File: config.mk
export PLATFORM = sky130hd
export DESIGN_NAME = clear_file_and_watchdog_exec
export DESIGN_NICKNAME = d
export VERILOG_FILES = /design/src/clear_file_and_watchdog_exec.v /design/src/phase_sequencer.v
export VERILOG_INCLUDE_DIRS = /design/src /design/src/src
export SDC_FILE = /design/constraint.sdc
export NUM_CORES = 1
export LEC_CHECK = 0
export ABC_CLOCK_PERIOD_IN_PS = 3800
export BUFFER_PORTS_ARGS = -buffer_cell sky130_fd_sc_hd__buf_2
export CELL_PAD_IN_SITES_DETAIL_PLACEMENT = 1
export CELL_PAD_IN_SITES_GLOBAL_PLACEMENT = 1
export CORE_AREA = 8 8 86 88
export DETAILED_ROUTE_END_ITERATION = 6
export DIE_AREA = 0 0 94 96
export GPL_ROUTABILITY_DRIVEN = 0
export GPL_TIMING_DRIVEN = 1
export PLACE_DENSITY_LB_ADDON = 0.3
export SKIP_LAST_GASP = 1
export SLEW_MARGIN = 20
export SYNTH_ARGS = -nofsm -noshare
export SYNTH_HDL_FRONTEND = slang
export SYNTH_SLANG_ARGS = --single-unit
export TNS_END_PERCENT = 5
File: constraint.sdc
create_clock -name sys_clk -period 3.8 [get_ports sys_clk]
set_clock_uncertainty 0.1 [all_clocks]
set_input_delay 1.14 -clock sys_clk [delete_from_list [all_inputs] [get_ports sys_clk]]
set_output_delay 1.14 -clock sys_clk [all_outputs]
set_load 0.05 [all_outputs]
File: src/clear_exec_regs.vh
// Constants for the clear-register and clear-watchdog instruction executor.
// Included by the executor and its phase sequencer; definitions only.
`ifndef CLEAR_EXEC_REGS_VH
`define CLEAR_EXEC_REGS_VH

// Opcode fields
`define CLR_REG_OPCODE      7'h35
`define CLR_REG_OPC_MSB     15
`define CLR_REG_OPC_LSB     9
`define ACCESS_SEL_BIT      8
`define ADDR_FIELD_MSB      7
`define ADDR_FIELD_LSB      0
`define CLR_WATCHDOG_WORD   16'h0004
`define CLEAR_VALUE         8'h00

// Addressing
`define INDEXED_LIMIT       8'h5F
`define ACCESS_LOW_BANK     4'h0
`define ACCESS_HIGH_BANK    4'hF
`define ACCESS_SPLIT        8'h60

// Reset values
`define ADDR_RESET          12'h000
`define FLAG_N_RESET        1'b1

// Four phases per instruction cycle
`define PHASE_Q1            2'h0
`define PHASE_Q2            2'h1
`define PHASE_Q3            2'h2
`define PHASE_Q4            2'h3

`endif

File: src/clear_file_and_watchdog_exec.v
// Decode and execute for the clear-register and clear-watchdog instructions.
// Assumes the fetch stage presents a word valid at Q1, and that the data
// memory, status register and watchdog sit outside and obey the strobes.
// Summary of operation
// - A word whose top seven bits are 0110101 clears the addressed register and sets zero.
// - With the access selector at 0 the 8-bit address resolves inside the access bank.
// - With the access selector at 1 the bank select register supplies the upper address.
// - Selector 0, extended set on and address 95 or less switches to indexed literal offset.
// - The word 0x0004 clears the watchdog counter within one instruction cycle.
// - That same word clears the postscaler and sets the timeout and power-down flags to 1.
`timescale 1ns/1ps
`include "clear_exec_regs.vh"

module clear_file_and_watchdog_exec (
	// Clock and reset
	input  wire        sys_clk,
	input  wire        rstn,
	// Instruction fetch
	input  wire [15:0] instr_word,
	input  wire        instr_valid,
	// Core state
	input  wire [3:0]  bank_select_register,
	input  wire        extended_set_en,
	input  wire [11:0] index_base,
	// Data memory write port
	output reg  [11:0] mem_addr,
	output reg  [7:0]  mem_wdata,
	output reg         mem_we,
	// Status register update
	output reg         zero_flag_set,
	output reg         timeout_flag_n,
	output reg         powerdown_flag_n,
	output reg         status_we,
	// Watchdog control
	output reg         watchdog_counter_clr,
	output reg         postscaler_clr,
	// Phase for the rest of the core
	output wire [1:0]  phase
);

	localparam ST_IDLE           = 2'h0;
	localparam ST_CLEAR_REG      = 2'h1;
	localparam ST_CLEAR_WATCHDOG = 2'h2;

	// Phase enables and opcode match
	wire        q1_en;
	wire        q3_en;
	wire        clear_register_op;
	wire        clear_watchdog_op;

	// Operand fields and the three candidate addresses
	wire        access_sel;
	wire [7:0]  field;
	wire        use_indexed;
	wire [11:0] access_addr;
	wire [11:0] banked_addr;
	wire [11:0] indexed_addr;

	// Decode state and next values of the registered outputs
	reg  [1:0]  state;
	reg  [1:0]  next_state;
	reg  [11:0] next_addr;
	reg  [7:0]  next_mem_wdata;
	reg         next_mem_we;
	reg         next_zero_flag_set;
	reg         next_timeout_flag_n;
	reg         next_powerdown_flag_n;
	reg         next_status_we;
	reg         next_watchdog_counter_clr;
	reg         next_postscaler_clr;

	// Q4 enable is left open: strobes launch on the Q3 edge and stand through Q4
	phase_sequencer u_phase (
		.sys_clk (sys_clk),
		.rstn    (rstn),
		.phase   (phase),
		.q1_en   (q1_en),
		.q3_en   (q3_en),
		.q4_en   ()
	);

	// Opcode match
	assign clear_register_op =
		(instr_word[`CLR_REG_OPC_MSB:`CLR_REG_OPC_LSB] == `CLR_REG_OPCODE);
	assign clear_watchdog_op = (instr_word == `CLR_WATCHDOG_WORD);

	// Indexed mode only replaces the access bank; the sum wraps at 12 bits, so a
	// base near the top of memory folds the operand back into page zero.
	assign access_sel   = instr_word[`ACCESS_SEL_BIT];
	assign field        = instr_word[`ADDR_FIELD_MSB:`ADDR_FIELD_LSB];
	assign use_indexed  = !access_sel && extended_set_en && (field <= `INDEXED_LIMIT);
	assign banked_addr  = {bank_select_register, field};
	assign indexed_addr = index_base + {4'h0, field};
	assign access_addr  = (field < `ACCESS_SPLIT) ?
		{`ACCESS_LOW_BANK, field} : {`ACCESS_HIGH_BANK, field};

	// Selector 1 always takes the bank register, whatever the extended set says
	always @* begin
		if (access_sel) begin
			next_addr = banked_addr;
		end else if (use_indexed) begin
			next_addr = indexed_addr;
		end else begin
			next_addr = access_addr;
		end
	end

	// Decode at Q1; a refused word or instr_valid low leaves the state idle
	always @* begin
		next_state = ST_IDLE;
		if (instr_valid && clear_register_op) begin
			next_state = ST_CLEAR_REG;
		end else if (instr_valid && clear_watchdog_op) begin
			next_state = ST_CLEAR_WATCHDOG;
		end
	end

	// Decode state
	always @(posedge sys_clk or negedge rstn) begin
		if (!rstn) begin
			state <= ST_IDLE;
		end else if (q1_en) begin
			state <= next_state;
		end
	end

	// The address stands for the whole instruction cycle
	always @(posedge sys_clk or negedge rstn) begin
		if (!rstn) begin
			mem_addr <= `ADDR_RESET;
		end else if (q1_en) begin
			mem_addr <= next_addr;
		end
	end

	// Strobes are one clock wide; both kinds launch on the Q3 edge, so they
	// stand during Q4 and finish inside the instruction cycle.
	always @* begin
		next_mem_wdata     = mem_wdata;
		next_mem_we        = 1'b0;
		next_zero_flag_set = 1'b0;
		case (state)
			ST_IDLE: begin
				next_mem_we = 1'b0;
			end
			ST_CLEAR_REG: begin
				if (q3_en) begin
					next_mem_wdata     = `CLEAR_VALUE;
					next_mem_we        = 1'b1;
					next_zero_flag_set = 1'b1;
				end
			end
			default: begin
				next_mem_we = 1'b0;
			end
		endcase
	end

	// Counter and postscaler clear on the same edge, so no stale postscaler
	// count survives the watchdog clear
	always @* begin
		next_timeout_flag_n       = timeout_flag_n;
		next_powerdown_flag_n     = powerdown_flag_n;
		next_status_we            = 1'b0;
		next_watchdog_counter_clr = 1'b0;
		next_postscaler_clr       = 1'b0;
		case (state)
			ST_IDLE: begin
				next_status_we = 1'b0;
			end
			ST_CLEAR_WATCHDOG: begin
				if (q3_en) begin
					next_watchdog_counter_clr = 1'b1;
					next_postscaler_clr       = 1'b1;
					next_timeout_flag_n       = 1'b1;
					next_powerdown_flag_n     = 1'b1;
					next_status_we            = 1'b1;
				end
			end
			default: begin
				next_status_we = 1'b0;
			end
		endcase
	end

	// Data memory write port
	always @(posedge sys_clk or negedge rstn) begin
		if (!rstn) begin
			mem_wdata <= `CLEAR_VALUE;
			mem_we    <= 1'b0;
		end else begin
			mem_wdata <= next_mem_wdata;
			mem_we    <= next_mem_we;
		end
	end

	// Status register update; nothing in this block lowers the two flags
	always @(posedge sys_clk or negedge rstn) begin
		if (!rstn) begin
			zero_flag_set    <= 1'b0;
			timeout_flag_n   <= `FLAG_N_RESET;
			powerdown_flag_n <= `FLAG_N_RESET;
			status_we        <= 1'b0;
		end else begin
			zero_flag_set    <= next_zero_flag_set;
			timeout_flag_n   <= next_timeout_flag_n;
			powerdown_flag_n <= next_powerdown_flag_n;
			status_we        <= next_status_we;
		end
	end

	// Watchdog control
	always @(posedge sys_clk or negedge rstn) begin
		if (!rstn) begin
			watchdog_counter_clr <= 1'b0;
			postscaler_clr       <= 1'b0;
		end else begin
			watchdog_counter_clr <= next_watchdog_counter_clr;
			postscaler_clr       <= next_postscaler_clr;
		end
	end

endmodule // clear_file_and_watchdog_exec

File: src/phase_sequencer.v
// Generates the phase count and the Q1, Q3 and Q4 enables of the instruction cycle.
// Assumes one system clock; each phase lasts one clock.
`timescale 1ns/1ps
`include "clear_exec_regs.vh"

module phase_sequencer (
	// Clock and reset
	input  wire       sys_clk,
	input  wire       rstn,
	// Phase enables
	output reg  [1:0] phase,
	output wire       q1_en,
	output wire       q3_en,
	output wire       q4_en
);

	always @(posedge sys_clk or negedge rstn) begin
		if (!rstn) begin
			phase <= `PHASE_Q1;
		end else begin
			phase <= phase + 2'h1;
		end
	end

	assign q1_en = (phase == `PHASE_Q1);
	assign q3_en = (phase == `PHASE_Q3);
	assign q4_en = (phase == `PHASE_Q4);

endmodule // phase_sequencer

; ---- After elaboration in Yosys (flattened, before gate mapping)
; Index checks and enable logic that the tools add are counted.
[classes]
eq_ne = 5
n_lt_le_gt_ge = 2
muxes = 8
n_reduce_logical = 6
n_addsub = 2
[ops]
columns = operator, count
row1 = two-way mux 12 bit, 3
row2 = equality test 16 x 3 -> 1 bit (second input constant), 1
row3 = adder 12 x 8 -> 12 bit, 1
row4 = less-or-equal comparator 8 x 7 -> 1 bit (second input constant), 1
row5 = < comparator 8 x 7 -> 1 bit (second input constant), 1
row6 = equality test 7 x 6 -> 1 bit (second input constant), 1
row7 = equality test 2 bit (second input constant), 2
row8 = logical AND 1 bit, 4
row9 = two-way mux 2 bit, 2
row10 = two-way mux 1 bit, 3
row11 = adder 2 x 1 -> 2 bit (second input constant), 1
row12 = equality test 2 x 1 -> 1 bit (second input constant), 1
row13 = logical NOT 2 bit, 1
row14 = logical NOT 1 bit, 1
[word_totals]
output_inout_bits = 29
inputBits = 36
wordCells = 28
regBits = 18

; ---- Depth between registers and ports, before layout
; Gate-level depths: netlist (run 1).
[depth]
ltp_word = 5
depth_mapped = 8
mapped_depth_nobuf = 8

; ---- By module
; From an unflattened synthesis (run 1), not the netlist that was laid out.
[unflattened]
hier_cells = 166
hier_area_um2 = 1453.9
[modules_own_cells]
columns = module, area_each_um2, cells_per_inst, n_inst, seq_area_each_um2
row1 = clear_file_and_watchdog_exec, 1358.8, 159, 1, 400.4
row2 = phase_sequencer, 95.1, 7, 1, 50.0

; ---- Worst setup path before layout (run 1)
; OpenSTA, ideal clock, no wires.
[synth_path]
path_type = input to register
from = in instr_word[0]
to = reg mem_addr[10]
path_buffers = 0
setup_time_ns = 0.094
path_stages = 8
slack_ns = 1.096
arrival_ns = 2.510
t_required_ns = 3.606
path_cell_list = ha_1 inv_1 fa_1 nor2b_1 o31a_2 o21ai_1 xor2_1 a211oi_1
[synth_via]
elab_chain_len = 4
elab_cells_between_ends = 7
cone_classes = add/sub: 1 / order compare: 2 / mux: 3 / reduce/logical: 1
[synth_lines]
columns = item, line_no
row1 = start: declaration, clear_file_and_watchdog_exec.v:19  ; input wire [15:0] instr_word,
row2 = < comparator 8 x 7 -> 1 bit (no line) / less-or-equal comparator 8 x 7 -> 1 bit (equally long branches), -
row3 = two-way mux 12 bit / logical AND 1 bit (equally long branches), "clear_file_and_watchdog_exec.v:94, clear_file_and_watchdog_exec.v:91"
row4 = two-way mux 12 bit (*), clear_file_and_watchdog_exec.v:101  ; end else if (use_indexed) begin
row5 = two-way mux 12 bit (*), clear_file_and_watchdog_exec.v:99  ; if (access_sel) begin
row6 = end signal: assignment, clear_file_and_watchdog_exec.v:130  ; mem_addr <= `ADDR_RESET;
row7 = end signal: assignment, clear_file_and_watchdog_exec.v:132  ; mem_addr <= next_addr;
row8 = end: declaration, clear_file_and_watchdog_exec.v:26  ; output reg [11:0] mem_addr,
; Mark *: on every way between the ends. The rest lies on a longest branch, timed or not.
; A chain may end at the register's enable or synchronous reset.

; ---- Worst setup path in the final report (run 1)
; Same ends and word-level chain as after synthesis.

==> results of run 1 <==
## how the worst min path moves through the flow
stage / start / to
after floorplan: state[0]$_DFFE_PN0N_ / zero_flag_set$_DFF_PN0_
after global placement: u_phase.phase[0]$_DFF_PN0_ / u_phase.phase[0]$_DFF_PN0_
after detailed placement: u_phase.phase[0]$_DFF_PN0_ / u_phase.phase[0]$_DFF_PN0_
after CTS: u_phase.phase[0]$_DFF_PN0_ / u_phase.phase[0]$_DFF_PN0_
after global routing: u_phase.phase[0]$_DFF_PN0_ / u_phase.phase[0]$_DFF_PN0_
final: u_phase.phase[0]$_DFF_PN0_ / u_phase.phase[0]$_DFF_PN0_
## placed cells by master (no fill, tap or decap), types with 4 or more instances in the layout
master,n
ha_1,10
conb_1,10
o21ai_0,4
a211oi_1,4
nor2_1,14
buf_2,54
nor3_1,6
and3_1,6
nand2_1,11
a21oi_1,16
dfrtp_1,18
inv_1,13
o21ai_1,6
## per-stage QoR
step / hold WS [ns] / std cells
2_1_floorplan: 0.3766 / 179
3_3_place_gp: 0.3428 / 294
3_5_place_dp: 0.3480 / 294
4_1_cts: 0.3582 / 297
5_1_grt: 0.3640 / 297
6_report: 0.3499 / 297
## critical path, stage by stage
cell,delay [ns]
buf_2,0.10
ha_1,0.24
inv_1,0.07
fa_1,0.37
nor2b_1,0.21
o31a_2,0.19
o21ai_1,0.08
xor2_1,0.15
a211oi_1,0.20
## sequential cells by signal (all words and copies together) (netlist names)
name / flops
state: 2
u_phase.phase: 2
mem_addr: 12
zero_flag_set: 1
postscaler_clr: 1
## cells in the mapped netlist (2+ instances only)
master / instances
o21ai_1: 6
xor2_1: 3
nor3_1: 6
nor2b_1: 2
and3_1: 6
conb_1: 2
nor2_1: 14
nand3_1: 2
buf_4: 13
o21a_1: 2
a211oi_1: 4
a31oi_1: 3
nand4_1: 2
nor4b_1: 2
a211oi_2: 3
o22ai_1: 3
a21oi_1: 16
a21o_1: 3
o21ai_0: 4
nand3b_1: 3
clkbuf_1: 3
ha_1: 10
a22oi_1: 2
inv_1: 13
nand2_1: 11
dfrtp_1: 18
## layer usage
metal  routed length, µm  vias up
met4                  42        0
li1                    -      690
met1                1982      668
met2                2255       32
met3                 251        2
met5                   0        -
## report_power, final
group,internal [mW],leakage [nW],switching [mW]
logic,0.0609,0.644,0.141
registers,0.203,0.222,0.00659
clock network,0.0703,0.0216,0.0619
total,0.334,0.888,0.209
## area by class of cell
cell class,instances,area [µm²]
Timing Repair Buffer,55,277.8
Clock buffer,3,41.29
Fill cell,768,4304
Tap cell,77,96.34
Sequential cell,18,450.4
Multi-Input combinational cell,131,877.1
Inverter,13,48.80
## cells by family (layout without fill, tap and decap cells)
group,count (synthesis),in the layout
multiplexers,1,1
flip-flops,18,18
AND/OR/NAND/NOR,50,50
other,2,10
adder cells (fa/ha/maj),11,11
AO/OA/AOI/OAI,55,55
XOR/XNOR,4,4
buffers and inverters,30,71
==> metrics.md, run 1 <==
| Metric | Value |
|---|---|
| Final worst path period need | 2.711 ns |
| Initial DRC count | 47 |
| Initial antenna violation count | 0 |
| Initial Util | 23.95% |
| Critical R2R Launch | u_phase.phase[0]$_DFF_PN0_ |
| Post-synthesis compound-gate area fraction | 26.99% |
| Share of layout cells above drive strength 1 | 30.45% |
| Top Ports | 65 |
| Tot GR Track Use | 10.04% |
| DP Area | 1750 µm² |
| Adder-cell share of the synthesized area | 9.940% |
| Clk slew on worst S/H paths | 0.07 ns |
| Mux cell area share after synthesis | 0.6855% |
| Num CTS Buffers | 3 |
| EDFF count, synth | 0 |
| Max Fclk | 368.9 MHz |
| Yosys cell types | 41 |
| Worst Setup SP | instr_word[0] |
| Total grt overflow | 0 |
| CP startpoint kind | input pin |
| Setup ws final | 1.089 ns |
| Leakage power | 0.8877 nW |
| RSZ-0062 raised after global routing | no |
| Cell count after synthesis | 171 |
| Setup crit end kind | flip-flop |
| Core area | 6096 µm² |
| Synth area leader | dfrtp_1 |
| RR Endpoint | mem_addr[5]$_DFFE_PN0N_ |
| PD cells | 303.6 nW/µm² |
| Status | finished, final reports clean |
| Post-CTS Resized | 0 |
| Residual DRC | 0 |
| Seq cells post-synth | 18 |
| R2R depth | 5 |
| Simple-gate portion of the synthesized area | 17.48% |
| Vias | 1392 |
| Met1 Usage GRT | 12.23% |
| Top-area cell type share of the netlist area | 30.85% |
| Area growth from synthesis to layout | 22.71% |
| DIE WIDTH | 94 µm |
| CP max FO | 4 |
| Worst-Skew Late Latency | 0.24 ns |
| Core Rows | 29 |
| Die area | 9024 µm² |
| Average wire per standard cell | 15.25 µm |
| Area contributors post-synth | dfrtp_1 (31%), ha_1 (8.6%), buf_4 (6.7%) |
| Root Buffer | clkbuf_8 |
| Largest net degree at the start of global routing | 25 |
| Post-synthesis async set-or-reset flop share | 100.0% |
| Dpl ws | 0.8319 ns |
| Drt first pass iters | 4 |
| Endpoints failing hold | 0 |
| Routed WL | 4.530 mm |
| Register-to-register setup slack | 2.16 ns |
| Crit path DAT | 2.77 ns |
| Post-Synth XOR/XNOR Area | 2.399% |
| H-tree levels | 1 |
| Largest family of logic cells by synthesized area | compound AO/OA/AOI/OAI gates |
| Vias in the first global route | 1523 |
| Ys flop type | dfrtp_1 |
| Clk sinks | 18 |
| Worst endpoint required time | 3.86 ns |
| Final Max Slew Viols | 0 |
| Syn_area_per_cell | 8.539 µm² |
| Post-route setup TNS | 0 ns |
| Longest Clk Path Bufs | 2 |
| Final cycle utilization of the critical path | 71.33% |
| CP endpoint | mem_addr[10]$_DFFE_PN0N_ |
| CTS tree | built |
| Critical path class | input pin to flip-flop |
| Syn Std Cell Area | 1460 µm² |
| Port bufs | 54 |
| Hold buffers post-CTS | 0 |
| Post-CTS setup buffers | 0 |
| Ant. Diodes | 0 |
| Tot Pwr | 0.5439 mW |
| Via density | 4.687 |
| Worst Max-Slew Pin Slew | 0.5186 ns |
| Setup violators final | 0 |
| Global-route wire length before repair | 7.314 mm |
| Utilization after layout | 29.39% |
| Max-Cap Viols | 0 |
| Worst vdd ir | 122.8 µV |
| Sequential share of the synthesized area | 30.85% |
| Met2 Use GR | 17.85% |
| Routed Antenna Nets | 0 |
| Nets | 269 |
| YS warnings | 0 |
| Top Usage Layer GRT | met2 |
| Hold Crit Depth | 1 |
| DIE HEIGHT | 96 µm |
| Met3 Use GR | 1.560% |
| Slew headroom | 65.27% |
| HP Class | flip-flop to flip-flop |
| Post-DP HPWL | 3.832 mm |
| Fin area | 1792 µm² |
Power figures use the tool's default switching activity.
==> inputs of run 2 (changes only) <==
--- a/config.mk
+++ b/config.mk
@@ -6,7 +6,7 @@
 export SDC_FILE = /design/constraint.sdc
 export NUM_CORES = 1
 export LEC_CHECK = 0
-export ABC_CLOCK_PERIOD_IN_PS = 3800
+export ABC_CLOCK_PERIOD_IN_PS = 2200
 export BUFFER_PORTS_ARGS = -buffer_cell sky130_fd_sc_hd__buf_2
 export CELL_PAD_IN_SITES_DETAIL_PLACEMENT = 1
 export CELL_PAD_IN_SITES_GLOBAL_PLACEMENT = 1
==> constraint.sdc (replaced) <==
create_clock -name sys_clk -period 2.2 [get_ports sys_clk]
set_clock_uncertainty 0.1 [all_clocks]
set_input_delay 0.66 -clock sys_clk [delete_from_list [all_inputs] [get_ports sys_clk]]
set_output_delay 0.66 -clock sys_clk [all_outputs]
set_load 0.05 [all_outputs]
==> metrics.md, run 2 (synthesis results as in run 1) <==
| Metric | Value |
|---|---|
| Status | finished, final reports clean |
| Post-CTS setup buffers | 0 |
| Worst-path cell chain | buf_2 -> ha_1 -> a211oi_4 -> o21bai_1 -> a21oi_1 -> nor4b_1 -> a211o_1 |
| Leakage power | 0.9992 nW |
| Tot GR Track Use | 10.21% |
| Initial DRC count | 43 |
| Initial Util | 23.95% |
| Share of layout cells above drive strength 1 | 37.60% |
| Top Ports | 65 |
| Post-DP HPWL | 3.986 mm |
| Critical R2R Launch | u_phase.phase[0]$_DFF_PN0_ |
| Die area | 9024 µm² |
| CP endpoint | mem_addr[5]$_DFFE_PN0N_ |
| CP startpoint kind | input pin |
| HP Class | input pin to async pin |
| Nets | 290 |
| Final Max Slew Viols | 0 |
| Largest net degree at the start of global routing | 20 |
| WHS | 0.2384 ns |
| Register-to-register setup slack | 0.42 ns |
| Worst-Skew Late Latency | 0.25 ns |
| Routed WL | 4.593 mm |
| Vias in the first global route | 1568 |
| Critical path class | input pin to flip-flop |
| WP depth | 7 |
| Core area | 6096 µm² |
| Commonest non-fill, non-tap cell in the layout | buf_2 |
| Residual DRC | 0 |
| CP bufs+invs | 1 |
| Num CTS Buffers | 3 |
| Ant. Diodes | 0 |
| CP delay by family, top | compound AO/OA/AOI/OAI gates |
| Setup crit end kind | flip-flop |
| RSZ-0062 raised after global routing | yes |
| DIE WIDTH | 94 µm |
| H-tree levels | 1 |
| Average wire per standard cell | 14.40 µm |
| Clk slew on worst S/H paths | 0.07 ns |
| R2R depth | 5 |
| Global-route wire length before repair | 7.514 mm |
| Largest regs | mem_addr (12), state (2), u_phase.phase (2) |
| Crit path DAT | 2.16 ns |
| Root Buffer | clkbuf_8 |
| Worst endpoint required time | 2.23 ns |
| Hold buffers post-CTS | 0 |
| Worst Setup SP | instr_word[1] |
| Fin area | 1971 µm² |
| Initial antenna violation count | 0 |
| CP peak stage delay | 0.34 ns |
| CP max FO | 3 |
| Port bufs | 54 |
| DIE HEIGHT | 96 µm |
| Clk sinks | 18 |
| Setup violators final | 0 |
| Most frequent cells in the layout | buf_2 (54), buf_4 (22), dfrtp_1 (18) |
| Largest Register | mem_addr |
| Via density | 4.574 |
| RR Endpoint | mem_addr[5]$_DFFE_PN0N_ |
| Final cycle utilization of the critical path | 96.63% |
| Final worst path period need | 2.126 ns |
| CP max-delay cell | ha_1 |
| Routed Antenna Nets | 0 |
| Vias | 1459 |
| Max Fclk | 470.4 MHz |
| Max-Cap Viols | 0 |
| Tot Pwr | 1.022 mW |
| Drt first pass iters | 4 |
| Total grt overflow | 0 |
| Area growth from synthesis to layout | 34.96% |
| PD cells | 518.5 nW/µm² |
| Longest Clk Path Bufs | 2 |
| CTS tree | built |
| Worst vdd ir | 155.7 µV |
| Endpoints failing hold | 0 |
| DP Area | 1911 µm² |
| Core Rows | 29 |
| Max FFs per register | 12 |
==> run 2: cell count changes in the layout (fill, tap and decap cells not counted) <==
| cell | change |
|---|---|
| a211oi_1 | -1 |
| a211oi_2 | +1 |
| buf_4 | +21 |
| clkbuf_8 | +1 |
| nor2b_1 | -1 |
| nor2b_2 | +1 |
==> run 2: area by class of cell <==
class	count	area, µm²
clock buffers	4	55.05
well taps	77	96.34
multi-input cells	131	884.6
repair buffers	76	435.4
fillers	772	4125
flip-flops and latches	18	450.4
inverters	13	48.80
==> run 2: metal layers <==
metal,wire length (µm),GRT usage (%),vias up
li1,-,-,734
met1,2064,12.62,693
met2,2283,17.91,30
met3,198,1.248,2
met4,47,3.435,0
met5,0,0,-
==> run 2: timing repair <==
action | CTS | global route
hold endpoints to repair | 0 | 0
gates resized for setup | 0 | 1
setup endpoints to repair | 0 | 4
==> run 2: where the power goes <==
group | internal (mW) | total (mW) | switching, mW | leakage [nW]
Combinational | 0.137 | 0.390 | 0.253 | 0.748
Sequential | 0.351 | 0.361 | 0.0103 | 0.222
Clock | 0.159 | 0.271 | 0.112 | 0.0288
==> run 2: worst min-delay path by stage <==
| stage | startpoint | end |
|---|---|---|
| floorplan | rstn | mem_addr[0]$_DFFE_PN0N_ |
| global placement | u_phase.phase[0]$_DFF_PN0_ | u_phase.phase[0]$_DFF_PN0_ |
| detailed placement | u_phase.phase[0]$_DFF_PN0_ | u_phase.phase[0]$_DFF_PN0_ |
| CTS | rstn | postscaler_clr$_DFF_PN0_ |
| global route | rstn | mem_addr[4]$_DFFE_PN0N_ |
| finish | rstn | mem_addr[4]$_DFFE_PN0N_ |
==> run 2: stage by stage <==
step,util (%),cells,setup slack [ns],setup TNS [ns]
after floorplan,-,179,0.004266,0
after global placement,31.34,315,-0.1782,-0.8943
after detailed placement,31.34,315,-0.1846,-1.112
after CTS,32.25,319,0.07304,0
after global routing,32.33,319,-0.02682,-0.04934
final,32.33,319,0.07406,0
==> run 2: worst reg2reg max path: stages, from the launching register on <==
cell and delay (ns):
dfrtp_1 0.38, inv_1 0.10, ha_1 0.37, buf_4 0.30
o21ai_0 0.14, a211o_1 0.29
==> inputs of run 3 (changes only) <==
--- a/config.mk
+++ b/config.mk
@@ -16,6 +16,7 @@
 export GPL_ROUTABILITY_DRIVEN = 0
 export GPL_TIMING_DRIVEN = 1
 export PLACE_DENSITY_LB_ADDON = 0.3
+export REMOVE_ABC_BUFFERS = 1
 export SKIP_LAST_GASP = 1
 export SLEW_MARGIN = 20
 export SYNTH_ARGS = -nofsm -noshare
==> metrics.md, run 3 (synthesis results as in run 1) <==
| Metric | Value |
|---|---|
| Initial Util | 23.95% |
| Utilization after layout | 33.60% |
| Crit path DAT | 2.18 ns |
| Max-Cap Viols | 0 |
| Dpl ws | -0.2457 ns |
| Port bufs | 54 |
| DIE WIDTH | 94 µm |
| Status | finished, final reports clean |
| CP max FO | 4 |
| Dpl cells | 321 |
| Max FFs per register | 12 |
| Average wire per standard cell | 14.65 µm |
| Vias in the first global route | 1578 |
| WHS | 0.2333 ns |
| Setup violators final | 0 |
| Nets | 296 |
| Post-route setup TNS | 0 ns |
| Ant. Diodes | 0 |
| Total grt overflow | 0 |
| Via density | 4.588 |
| Power share of the combinational group | 38.9% |
| Setup ws final | 0.05467 ns |
| Drt first pass iters | 4 |
| PD cells | 510.2 nW/µm² |
| Share of layout cells above drive strength 1 | 41.53% |
| Initial antenna violation count | 0 |
| Most frequent cells in the layout | buf_2 (54), buf_4 (28), dfrtp_1 (18) |
| Critical path class | input pin to flip-flop |
| CTS tree | built |
| Initial DRC count | 29 |
| Core Rows | 29 |
| Final worst path period need | 2.145 ns |
| Commonest non-fill, non-tap cell in the layout | buf_2 |
| Area growth from synthesis to layout | 40.27% |
| Setup crit end kind | flip-flop |
| Core area | 6096 µm² |
| Routed Antenna Nets | 0 |
| Root Buffer | clkbuf_8 |
| Residual DRC | 0 |
| Hold buffers post-CTS | 0 |
| CP startpoint kind | input pin |
| Final Max Slew Viols | 0 |
| Clk sinks | 18 |
| Final cycle utilization of the critical path | 97.52% |
| Post-DP HPWL | 4.046 mm |
| Fillers | 775 |
| Largest regs | mem_addr (12), state (2), u_phase.phase (2) |
| Switching fraction of total power | 37.21% |
| Worst-Skew Late Latency | 0.25 ns |
| Largest Register | mem_addr |
| HP Class | input pin to async pin |
| Clk slew on worst S/H paths | 0.07 ns |
| P_sw | 0.3888 mW |
| Num CTS Buffers | 3 |
| Global-route wire length before repair | 7.383 mm |
| Leakage power | 1.034 nW |
| Worst vdd ir | 244.9 µV |
| H-tree levels | 1 |
| Longest Clk Path Bufs | 2 |
| Vias | 1491 |
| Non-Filler Instances | 325 |
| Post-CTS setup buffers | 0 |
| DIE HEIGHT | 96 µm |
| FF/Latch Area | 450.4 µm² |
| Worst endpoint required time | 2.24 ns |
| Tot GR Track Use | 10.21% |
| Die area | 9024 µm² |
| Sequential share of power | 34.5% |
| Routed WL | 4.762 mm |
| Max Fclk | 466.1 MHz |
| Clock power share | 26.6% |
| Post-CTS Resized | 0 |
| Internal power | 0.6562 mW |
| Top Ports | 65 |
| Footprint of the multi-input gates | 917.1 µm² |
| Endpoints failing hold | 0 |
| RSZ-0062 raised after global routing | yes |
| Largest net degree at the start of global routing | 19 |
run 3: worst paths after layout:
kind                                                  from                         end  slack [ns]  cells after the start
worst max-delay path                         instr_word[2]    mem_addr[10]$_DFFE_PN0N_        0.05                      7
worst min-delay path                                  rstn     zero_flag_set$_DFF_PN0_        0.23                      1
worst max register to register  u_phase.phase[0]$_DFF_PN0_     mem_addr[8]$_DFFE_PN0N_        0.42                      6
worst min register to register  u_phase.phase[0]$_DFF_PN0_  u_phase.phase[0]$_DFF_PN0_        0.36                      1
max in group asynchronous                             rstn  u_phase.phase[1]$_DFF_PN0_        1.47                      1
min in group sys_clk            u_phase.phase[0]$_DFF_PN0_  u_phase.phase[0]$_DFF_PN0_        0.36                      1
run 3: stage by stage:
| stage | power (mW) | cell area (µm²) |
|---|---|---|
| 3_5_place_dp | 0.7655 | 1953 |
| 5_1_grt | 1.100 | 2048 |
| 4_1_cts | 1.047 | 2008 |
| 2_1_floorplan | 0.6101 | 1376 |
| 6_report | 1.045 | 2048 |
| 3_3_place_gp | 0.7613 | 1953 |
run 3: area by class of cell:
| type | instances | share of cell area [%] |
|---|---|---|
| multi-input cells | 131 | 44.78 |
| inverters | 13 | 2.382 |
| well taps | 77 | 4.704 |
| flip-flops and latches | 18 | 21.99 |
| clock buffers | 4 | 2.688 |
| repair buffers | 82 | 23.46 |
run 3: worst max-delay path: stages:
cell and delay (ns):
buf_2 0.11, ha_1 0.34, nor2b_2 0.18, o31a_4 0.38, o21ai_2 0.20, xor2_2 0.22, a211oi_2 0.10
run 3: routing by layer:
metal / wire length (µm) / GRT usage, %
met1: 2038 / 11.94
met2: 2468 / 18.49
met3: 212 / 1.794
met4: 41 / 3.170
met5: 0 / 0
run 3: power groups by stage:
| stage | logic [mW] | registers (mW) | clock network [mW] |
|---|---|---|---|
| 6_report | 0.406 | 0.361 | 0.277 |
| 3_5_place_dp | 0.398 | 0.368 | 0 |
| 5_1_grt | 0.441 | 0.364 | 0.295 |
| 2_1_floorplan | 0.171 | 0.439 | 0 |
| 3_3_place_gp | 0.394 | 0.367 | 0 |
| 4_1_cts | 0.400 | 0.361 | 0.286 |
